## config.mk

```make
export PLATFORM = sky130hd
export DESIGN_NAME = dac_serial_load
export DESIGN_NICKNAME = d
export VERILOG_FILES = /design/src/design/dac_load_pkg.sv /design/src/design/pin_sync.sv /design/src/design/code_buffer.sv /design/src/design/dac_serial_load.sv
export SDC_FILE = /design/constraint.sdc
export NUM_CORES = 1
export LEC_CHECK = 0
export ABC_AREA = 1
export BUFFER_PORTS_ARGS = -buffer_cell sky130_fd_sc_hd__clkbuf_2
export CAP_MARGIN = 20
export CORE_MARGIN = 3
export CORE_UTILIZATION = 36
export DETAILED_ROUTE_END_ITERATION = 8
export HOLD_SLACK_MARGIN = 0.1
export PLACE_DENSITY = 0.61
export SYNTH_ARGS = -nofsm -noshare
export SYNTH_HDL_FRONTEND = slang
export SYNTH_SLANG_ARGS = --single-unit
```

## constraint.sdc

```tcl
create_clock -name clk -period 1.6 [get_ports clk]
set_clock_uncertainty 0.05 [all_clocks]
set_input_delay 0.16 -clock clk [delete_from_list [all_inputs] [get_ports clk]]
set_output_delay 0.16 -clock clk [all_outputs]
set_load 0.01 [all_outputs]
```

## src/design/dac_load_pkg.sv

```systemverilog
/*
  Shared constants for the serial load interface of a 10-bit voltage DAC.
  Assumes every user imports the whole package and runs on one 200 MHz clock.
*/
package dac_load_pkg;

  // Frame layout.
  localparam int unsigned FRAME_BITS   = 16;
  localparam int unsigned CODE_BITS    = 10;
  localparam int unsigned SUB_LSB_BITS = 2;
  localparam int unsigned CODE_LSB_POS = SUB_LSB_BITS;
  localparam int unsigned CHAIN_POS    = FRAME_BITS - 1;

  // Pin synchroniser depth and pin indices inside the synchronised bundle.
  localparam int unsigned SYNC_STAGES  = 3;
  localparam int unsigned PIN_COUNT    = 3;
  localparam int unsigned PIN_SELECT   = 0;
  localparam int unsigned PIN_SCLK     = 1;
  localparam int unsigned PIN_DATA     = 2;

  // Code buffer between the frame logic and the converter latch.
  localparam int unsigned BUF_DEPTH    = 2;

  // Values after reset, and the ceiling at which the bit count saturates.
  localparam logic [CODE_BITS-1:0]  DAC_RESET      = 10'h000;
  localparam logic [FRAME_BITS-1:0] SHIFT_RESET    = 16'h0000;
  localparam logic                  CHAIN_RESET    = 1'h0;
  localparam logic [PIN_COUNT-1:0]  PIN_RESET      = 3'h5;
  localparam logic [4:0]            COUNT_RESET    = 5'h00;
  localparam logic [4:0]            COUNT_MAX      = 5'h1F;

  // Full scale of the straight binary transfer: out = 2 * reference_input * code / 1024.
  localparam int unsigned CODE_FULL_SCALE = 1024;

  typedef enum logic [1:0]
  {
    ST_IDLE  = 2'b01,
    ST_SHIFT = 2'b10
  } frame_state_e;

endpackage

```

## src/design/pin_sync.sv

```systemverilog
/*
  Three-stage synchroniser with an agreement filter for a bundle of pins.
  Assumes the pins are asynchronous to clk; the output follows a pin only once
  the second and third stages agree.
*/
`timescale 1ns/1ps
module pin_sync
  import dac_load_pkg::*;
(
  input  wire logic                 clk,
  input  wire logic                 nrst,
  input  wire logic [PIN_COUNT-1:0] pinIn,
  output logic      [PIN_COUNT-1:0] pinOut
);

  typedef struct packed
  {
    logic [PIN_COUNT-1:0] s1;
    logic [PIN_COUNT-1:0] s2;
    logic [PIN_COUNT-1:0] s3;
    logic [PIN_COUNT-1:0] filt;
  } sync_s;

  sync_s q;
  sync_s d;

  // The first stage feeds only the second; filtering looks at stages two and three.
  always_comb
  begin
    d      = q;
    d.s1   = pinIn;
    d.s2   = q.s1;
    d.s3   = q.s2;
    d.filt = (q.s3 & ~(q.s2 ^ q.s3)) | (q.filt & (q.s2 ^ q.s3));
    if (!nrst)
    begin
      d.s1   = PIN_RESET;
      d.s2   = PIN_RESET;
      d.s3   = PIN_RESET;
      d.filt = PIN_RESET;
    end
  end

  always_ff @(posedge clk)
  begin
    q <= d;
  end

  assign pinOut = q.filt;

endmodule

```

## src/design/code_buffer.sv

```systemverilog
/*
  Two-entry buffer with valid and ready on both sides.
  Assumes a single clock; full and empty are exact, a push while full is refused.
*/
`timescale 1ns/1ps
module code_buffer
  import dac_load_pkg::*;
(
  input  wire logic                 clk,
  input  wire logic                 nrst,
  input  wire logic                 inValid,
  output logic                      inReady,
  input  wire logic [CODE_BITS-1:0] inData,
  output logic                      outValid,
  input  wire logic                 outReady,
  output logic      [CODE_BITS-1:0] outData
);

  typedef struct packed
  {
    logic [BUF_DEPTH-1:0][CODE_BITS-1:0] mem;
    logic                                wrPtr;
    logic                                rdPtr;
    logic [1:0]                          count;
  } buf_s;

  buf_s q;
  buf_s d;
  logic push;
  logic pop;

  always_comb
  begin
    d        = q;
    inReady  = (q.count != 2'(BUF_DEPTH));
    outValid = (q.count != 2'h0);
    push     = inValid & inReady;
    pop      = outValid & outReady;
    if (push)
    begin
      d.mem[q.wrPtr] = inData;
      d.wrPtr        = ~q.wrPtr;
    end
    if (pop)
    begin
      d.rdPtr = ~q.rdPtr;
    end
    if (push && !pop)
    begin
      d.count = q.count + 2'h1;
    end
    else if (pop && !push)
    begin
      d.count = q.count - 2'h1;
    end
    if (!nrst)
    begin
      d.mem   = '0;
      d.wrPtr = 1'h0;
      d.rdPtr = 1'h0;
      d.count = 2'h0;
    end
  end

  always_ff @(posedge clk)
  begin
    q <= d;
  end

  assign outData = q.mem[q.rdPtr];

endmodule

```

## src/design/dac_serial_load.sv

```systemverilog
/*
  Serial load interface of a 10-bit voltage-output DAC: shift register, chain
  output and DAC register, paced by the host's chip select and shift clock.
  Assumes the host pins are asynchronous to clk and each shift clock phase lasts
  well over five clk periods; the analog converter takes codes through convReady.
*/
`timescale 1ns/1ps
module dac_serial_load
  import dac_load_pkg::*;
(
  input  wire logic                 clk,
  input  wire logic                 nrst,
  input  wire logic                 selectN,
  input  wire logic                 shiftClk,
  input  wire logic                 serialIn,
  output logic                      chainOut,
  input  wire logic                 convReady,
  output logic      [CODE_BITS-1:0] dacCode,
  output logic                      codeUpdate,
  output logic                      loadReady,
  output logic                      loadDropped,
  output logic      [4:0]           frameBits
);

  typedef struct packed
  {
    frame_state_e          state;
    logic [FRAME_BITS-1:0] shift;
    logic                  chain;
    logic                  sclkLast;
    logic [CODE_BITS-1:0]  dac;
    logic                  update;
    logic                  dropped;
    logic [4:0]            count;
    logic [4:0]            lastCount;
  } load_s;

  load_s                q;
  load_s                d;
  logic [PIN_COUNT-1:0] pinRaw;
  logic [PIN_COUNT-1:0] pinSync;
  logic                 selHigh;
  logic                 sclkNow;
  logic                 dataNow;
  logic                 sclkRise;
  logic                 sclkFall;
  logic                 pushValid;
  logic                 pushReady;
  logic [CODE_BITS-1:0] pushCode;
  logic                 popValid;
  logic                 popReady;
  logic [CODE_BITS-1:0] popCode;

  assign pinRaw[PIN_SELECT] = selectN;
  assign pinRaw[PIN_SCLK]   = shiftClk;
  assign pinRaw[PIN_DATA]   = serialIn;

  // All three pins share one latency, so data stays aligned with its clock edge.
  pin_sync u_sync
  (
    .clk    (clk),
    .nrst   (nrst),
    .pinIn  (pinRaw),
    .pinOut (pinSync)
  );

  assign selHigh = pinSync[PIN_SELECT];
  assign sclkNow = pinSync[PIN_SCLK];
  assign dataNow = pinSync[PIN_DATA];

  // The buffer lets a frame complete while the converter is still busy with the last code.
  code_buffer u_buf
  (
    .clk      (clk),
    .nrst     (nrst),
    .inValid  (pushValid),
    .inReady  (pushReady),
    .inData   (pushCode),
    .outValid (popValid),
    .outReady (popReady),
    .outData  (popCode)
  );

  // The converter latch takes a code only when the analog side says it can.
  assign popReady = convReady;

  always_comb
  begin
    d         = q;
    sclkRise  = sclkNow & ~q.sclkLast;
    sclkFall  = ~sclkNow & q.sclkLast;
    pushValid = 1'h0;
    pushCode  = q.shift[CODE_LSB_POS +: CODE_BITS];
    d.sclkLast = sclkNow;
    d.update   = 1'h0;

    unique case (q.state)
      ST_IDLE:
      begin
        // Edges while deselected are ignored; shift register and chain output hold.
        if (!selHigh)
        begin
          d.state = ST_SHIFT;
          d.count = COUNT_RESET;
        end
      end
      ST_SHIFT:
      begin
        if (selHigh)
        begin
          pushValid = 1'h1;
          d.state   = ST_IDLE;
          d.lastCount = q.count;
          // With no room the word is lost; the host must honour loadReady.
          if (!pushReady)
          begin
            d.dropped = 1'h1;
          end
        end
        else
        begin
          if (sclkRise)
          begin
            d.shift = {q.shift[FRAME_BITS-2:0], dataNow};
            if (q.count != COUNT_MAX)
            begin
              d.count = q.count + 5'h01;
            end
          end
          if (sclkFall)
          begin
            d.chain = q.shift[CHAIN_POS];
          end
        end
      end
    endcase

    // Straight binary code is handed to the converter unchanged.
    if (popValid && popReady)
    begin
      d.dac    = popCode;
      d.update = 1'h1;
    end

    if (!nrst)
    begin
      d.state     = ST_IDLE;
      d.shift     = SHIFT_RESET;
      d.chain     = CHAIN_RESET;
      d.sclkLast  = 1'h0;
      d.dac       = DAC_RESET;
      d.update    = 1'h0;
      d.dropped   = 1'h0;
      d.count     = COUNT_RESET;
      d.lastCount = COUNT_RESET;
    end
  end

  always_ff @(posedge clk)
  begin
    q <= d;
  end

  // The chain output is a plain driven pin; it never floats.
  assign chainOut    = q.chain;
  assign dacCode     = q.dac;
  assign codeUpdate  = q.update;
  assign loadReady   = pushReady;
  assign loadDropped = q.dropped;
  assign frameBits   = q.lastCount;

endmodule

```

==> results of run 1 <==
## synth_stat cells
library cell,number,share of area
nand2_2,1,0.0020
or2_2,7,0.014
buf_1,1,0.0012
nor2_2,4,0.0079
a21oi_1,15,0.024
nand2_4,1,0.0035
o21ai_0,39,0.061
nor3_1,1,0.0016
ha_1,3,0.012
o21ai_2,1,0.0028
nand4_1,2,0.0039
inv_1,36,0.042
buf_2,3,0.0047
clkbuf_1,11,0.013
dfxtp_1,78,0.49
nand2_1,77,0.091
nand3_1,28,0.044
inv_2,2,0.0024
clkinv_1,1,0.0012
nor2_1,107,0.13
buf_4,19,0.045
nor2_4,2,0.0071
## report_power, final
group	leakage (nW)	internal [mW]	switching, mW
logic	0.791	0.189	0.302
clock network	0.116	0.964	0.706
registers	0.633	2.04	0.0680
## final timing paths
check | cells past startpoint | slack (ns) | from | end
min reg2reg | 1 | 0.37 | u_sync.q[9] | u_sync.q[6]
max | 11 | 0.06 | q[5] | q[6]
max reg2reg | 11 | 0.06 | q[5] | q[6]
min | 4 | 0.19 | convReady | codeUpdate
## sequential cells by signal (all words and copies together) (netlist names), named ones only
name and count:
u_buf.q 24, pushCode 10, codeUpdate 1, q 14
u_sync.q 9, dacCode 10, chainOut 1, loadDropped 1
frameBits 5
## layout make-up
| cell class | count | area (µm²) |
|---|---|---|
| clock buffers | 11 | 151 |
| fillers | 875 | 4750 |
| clock inverters | 5 | 81.3 |
| repair buffers | 37 | 238 |
| inverters | 39 | 146 |
| multi-input cells | 288 | 1320 |
| flip-flops and latches | 78 | 1570 |
| well taps | 105 | 131 |
## metrics by stage
step,power (mW),TNS (ns)
finish,4.27,0
global route,4.50,-0.140
detailed placement,2.63,-0.0384
CTS,4.31,0
floorplan,2.54,0
global placement,2.61,0
## routing by layer
| layer | vias up | share of wire |
|---|---|---|
| met3 | 4 | 0.035 |
| met5 | - | 0 |
| li1 | 1377 | - |
| met2 | 34 | 0.44 |
| met4 | 0 | 0.011 |
| met1 | 1095 | 0.51 |
## worst max-delay path: cells and delay by family (launching register included)
kind	cells	cell delay (ns)
simple gates	7	0.57
fa+ha+maj	2	0.37
flops	1	0.34
buf+inv	2	0.09
## kinds of logic after synthesis
group / Yosys count / synth area share
fa+ha+maj: 3 / 0.0118
buf+inv: 73 / 0.110
flops: 78 / 0.490
simple gates: 230 / 0.301
compound gates: 55 / 0.0876
## timing repair
item,CTS,global route
buffers inserted,0,0
resized for setup,2,12
hold endpoints to repair,3,0
pin swaps,0,3
endpoints found under the setup margin,2,6
hold buffers,3,0
==> run_results.csv, run 1 <==
group,metric,value,unit
pwr,peakVddDrop,0.340,mV
synth,yosysUniqueCellTypes,22,
routing,detail_route.iter0.violations,142,
sta,setup_ws,0.0566,ns
setup_path,path_cells,"ha_2 > inv_2 > nor3_2 > ha_2 > inv_1 > nand3_2 > nand2_4 > nand2_4 > nand2_2 > nand2_1 > nor2_1",
cts,cts_max_level,3,
setup_path,endpoint_kind,"register",
grt,met1_usage,0.167,
grt,grt_pass1_vias,2289,
die,die_h,100,µm
sta,timing.final.crit_period,1.54,ns
sta,tightestPinTransition,0.380,ns
outcome,outcome,"complete, no violations",
setup_path,crit_type,"register to register",
sta,period_share,0.965,
min_path,hold_path_class,"primary input to register",
layout,antennaDiodeCount,0,
layout,drive_above_1_share,0.177,
setup_path,crit_slowest_cell,"dfxtp_2",
pwr,p_per_area,1180,nW/µm²
setup_path,worst_ep_required_time,1.78,ns
cts,path_clk_slew,0.09,ns
flow_run,drv_cap,0,
placed_design,place_ws,-0.0320,ns
cts,ctsLongestPathBuffers,2,
setup_path,worstPathMaxFanout,7,
routing,drc,0,
placed_design,dp_hpwl,3950,µm
placed_design,portBuffers,24,
routing,wire_per_inst,10.5,µm
grt,grt_pass1_wl,10400,µm
sta,slew_headroom,0.746,
cts,clock_latency,0.35,ns
layout,final_cells,563,
cts,root_buffer,"clkbuf_8",
layout,utilization,0.433,
synth,yosysSeqAreaShare,0.490,
die,rows,33,
grt,grt_max_degree,50,
synth,ys_ff_latch,78,
die,start_util,0.380,
grt,antenna_found_initial,0,
die,dieArea,10000,µm²
synth,synth.avg_cell_area,7.25,µm²
setup_path,crit_arrival,1.73,ns
layout,layout.nets,462,
grt,grt_use_total,0.128,
placed_design,place_congestion,0.737,
synth,yosysWarnings,0,
layout,final_common_cell,"nor2_1",
synth,syn_nets,448,
die,chipWidth,100,µm
die,num_io_pins,25,
cts,numCtsBuffers,9,
sta,hold_violations,0,
routing,antenna_left,0,
cts,cts.sinks,78,
sta,finalSetupViolCount,0,
grt,grt_util_met2,0.198,
grt,use_met3,0.0459,
layout,final_area,3630,µm²
placed_design,dpl_cell_area,3330,µm²
routing,totalWireLength,5900,µm
routing,dr.pass1.iters,4,
routing,via_count,2510,
sta,fmax,648,MHz
die,fp.coreArea,8380,µm²
setup_path,max_stage_delay,0.34,ns
grt,grt.overflow.total,0,
placed_design,placed_cells,544,
pwr,p_leak,1.54,nW
routing,via_per_inst,4.46,
synth,synthesis.area,3180,µm²
setup_path,critPathLaunchType,"register",
layout,layout_common_cells,"nor2_1 (107), dfxtp_1 (75), nand2_1 (73)",
layout,syn_to_final_growth,14.0,%
sta,whs,0.190,ns
cts,cts_tree,"yes",
grt,top_usage_layer,"met2",
synth,syn-instance-count,439,
sta,drv_slew,0,
(Power assumes the default switching activity.)
==> run 2, diff against run 1 <==
--- a/config.mk
+++ b/config.mk
@@ -12,7 +12,7 @@
 export CORE_UTILIZATION = 36
 export DETAILED_ROUTE_END_ITERATION = 8
 export HOLD_SLACK_MARGIN = 0.1
-export PLACE_DENSITY = 0.61
+export PLACE_DENSITY = 0.53
 export SYNTH_ARGS = -nofsm -noshare
 export SYNTH_HDL_FRONTEND = slang
 export SYNTH_SLANG_ARGS = --single-unit
==> constraint.sdc (replaced) <==
create_clock -name clk -period 1.46 [get_ports clk]
set_clock_uncertainty 0.05 [all_clocks]
set_input_delay 0.146 -clock clk [delete_from_list [all_inputs] [get_ports clk]]
set_output_delay 0.146 -clock clk [all_outputs]
set_load 0.01 [all_outputs]
==> run 2 against run 1 <==
- critical path depth unchanged
- sequential share of layout area decreased by 0.73 points
- non-clock buffer count increased by 6
- clock-buffer cell count decreased by 1
- global-route usage increased by 0.086 points
- die area unchanged
- core utilization increased by 0.82 points
- routed wire length increased by 3.7%
- cell area increased by 1.9%
- largest cell class unchanged
- highest routed layer unchanged
==> run_results.csv, run 2 (same netlist as run 1, synthesis figures left out) <==
group,metric,value,unit
outcome,outcome,"complete, no violations",
routing,drc,0,
grt,grt_use_total,0.129,
pwr,switching_power,1.23,mW
routing,detail_route.iter0.violations,97,
layout,regMostFlops,"u_buf.q",
routing,wire_per_inst,10.7,µm
placed_design,place_congestion,0.738,
pwr,power.total,4.50,mW
sta,rsz0062_at_grt,"yes",
flow_run,drv_cap,0,
min_path,hold_path_class,"primary input to register",
grt,antenna_found_initial,0,
die,num_io_pins,25,
pwr,p_leak,1.54,nW
layout,drive_above_1_share,0.213,
placed_design,portBuffers,24,
grt,grt.overflow.total,0,
sta,timing.final.crit_period,1.43,ns
pwr,peakVddDrop,0.483,mV
setup_path,worst_ep_required_time,1.64,ns
sta,drv_slew,0,
setup_path,critPathLaunchType,"register",
placed_design,place_ws,-0.0454,ns
routing,antenna_left,0,
grt,grt_pass1_vias,2294,
setup_path,endpoint_kind,"register",
cts,cts_tree,"yes",
sta,period_share,0.980,
routing,dr.pass1.iters,4,
setup_path,worstPathMaxFanout,7,
routing,via_per_inst,4.51,
layout,layout_common_cells,"nor2_1 (106), dfxtp_1 (73), nand2_1 (71)",
setup_path,crit_type,"register to register",
cts,cts.sinks,78,
layout,final_common_cell,"nor2_1",
cts,clock_latency,0.34,ns
layout,fillers,909,
die,fp.coreArea,8380,µm²
layout,antennaDiodeCount,0,
cts,path_clk_slew,0.08,ns
routing,via_count,2570,
sta,finalSetupViolCount,0,
die,rows,33,
pwr,power.internal,3.27,mW
pwr,clkPwrFrac,0.356,
setup_path,r2r_slack,0.03,ns
placed_design,dp_hpwl,4020,µm
pwr,combPwrFrac,0.131,
pwr,p_per_area,1220,nW/µm²
sta,whs,0.210,ns
grt,grt_max_degree,43,
pwr,p_seq_frac,0.513,
sta,setup_ws,0.0290,ns
die,dieArea,10000,µm²
sta,fmax,699,MHz
sta,hold_violations,0,
cts,cts_max_level,3,
routing,totalWireLength,6120,µm
die,chipWidth,100,µm
die,start_util,0.380,
layout,largest_reg_flops,24,
layout,syn_to_final_growth,16.2,%
layout,top_regs,"u_buf.q: 24 flops, q: 14 flops",
die,die_h,100,µm
sta,slew_headroom,0.736,
layout,utilization,0.441,
cts,root_buffer,"clkbuf_8",
setup_path,crit_arrival,1.61,ns
pwr,swShare,0.274,
cts,ctsLongestPathBuffers,2,
grt,grt_pass1_wl,10500,µm
sta,tns,0,ns
cts,numCtsBuffers,9,
layout,layout.nets,469,
sta,tightestPinTransition,0.395,ns
-- run 2: cell types whose count changed in the layout (fill, tap and decap cells not counted), sizes merged --
cell	before	now
clkinv	3	2
bufinv	2	1
buf	10	16
inv	38	39
nor2	113	114
clkinvlp	1	3
clkbuf	35	34
-- run 2: worst paths after layout --
check	startpoint	to	cells past startpoint
min reg2reg	u_sync.q[11]	u_sync.q[8]	1
max	q[5]	q[6]	11
min	nrst	q[5]	4
max reg2reg	q[5]	q[6]	11
-- run 2: layer usage --
layer / wire [µm] / vias to the layer above / track usage / part of all wire
met2: 2630 / 32 / 0.193 / 0.43
met1: 3190 / 1131 / 0.180 / 0.52
met4: 82 / 0 / 0.0435 / 0.013
met3: 218 / 9 / 0.0361 / 0.036
li1: - / 1398 / - / -
met5: 0 / - / 0 / 0
-- run 2: stage by stage --
stage	instances	area (µm²)
floorplan	439	3220
global placement	549	3380
detailed placement	549	3380
CTS	568	3650
global route	570	3700
finish	570	3700
-- run 2: what timing repair did --
action | in CTS | in global routing
endpoints found under the setup margin | 5 | 52
endpoints found under the hold margin | 3 | 0
setup buffers | 0 | 1
hold buffers | 3 | 0
pin swaps | 7 | 6
cloned | 0 | 1
resized for setup | 11 | 13
-- run 2: final cells by class --
| type | instances | area, µm² | area share |
|---|---|---|---|
| multi-input cells | 289 | 1380 | 0.373 |
| inverters | 39 | 153 | 0.0413 |
| clock buffers | 10 | 128 | 0.0345 |
| clock inverters | 6 | 71.3 | 0.0193 |
| flip-flops and latches | 78 | 1570 | 0.424 |
| well taps | 105 | 131 | 0.0355 |
| repair buffers | 43 | 270 | 0.0730 |
-- run 2: worst max-delay path, cell delays in order, from the launching register on --
cell	delay, ns
dfxtp_2	0.36
ha_4	0.14
inv_2	0.04
nor3_2	0.10
ha_2	0.19
inv_2	0.03
nand3_2	0.06
nand2_4	0.09
nand2_4	0.11
nand2_2	0.06
nand2_1	0.05
nor2_1	0.04
-- run 2: power by group through the flow --
stage | Clock (mW) | Sequential [mW] | Combinational (mW)
3_5_place_dp | 0 | 2.35 | 0.549
6_report | 1.60 | 2.31 | 0.591
5_1_grt | 1.75 | 2.32 | 0.686
4_1_cts | 1.68 | 2.30 | 0.571
2_1_floorplan | 0 | 2.34 | 0.450
3_3_place_gp | 0 | 2.34 | 0.544
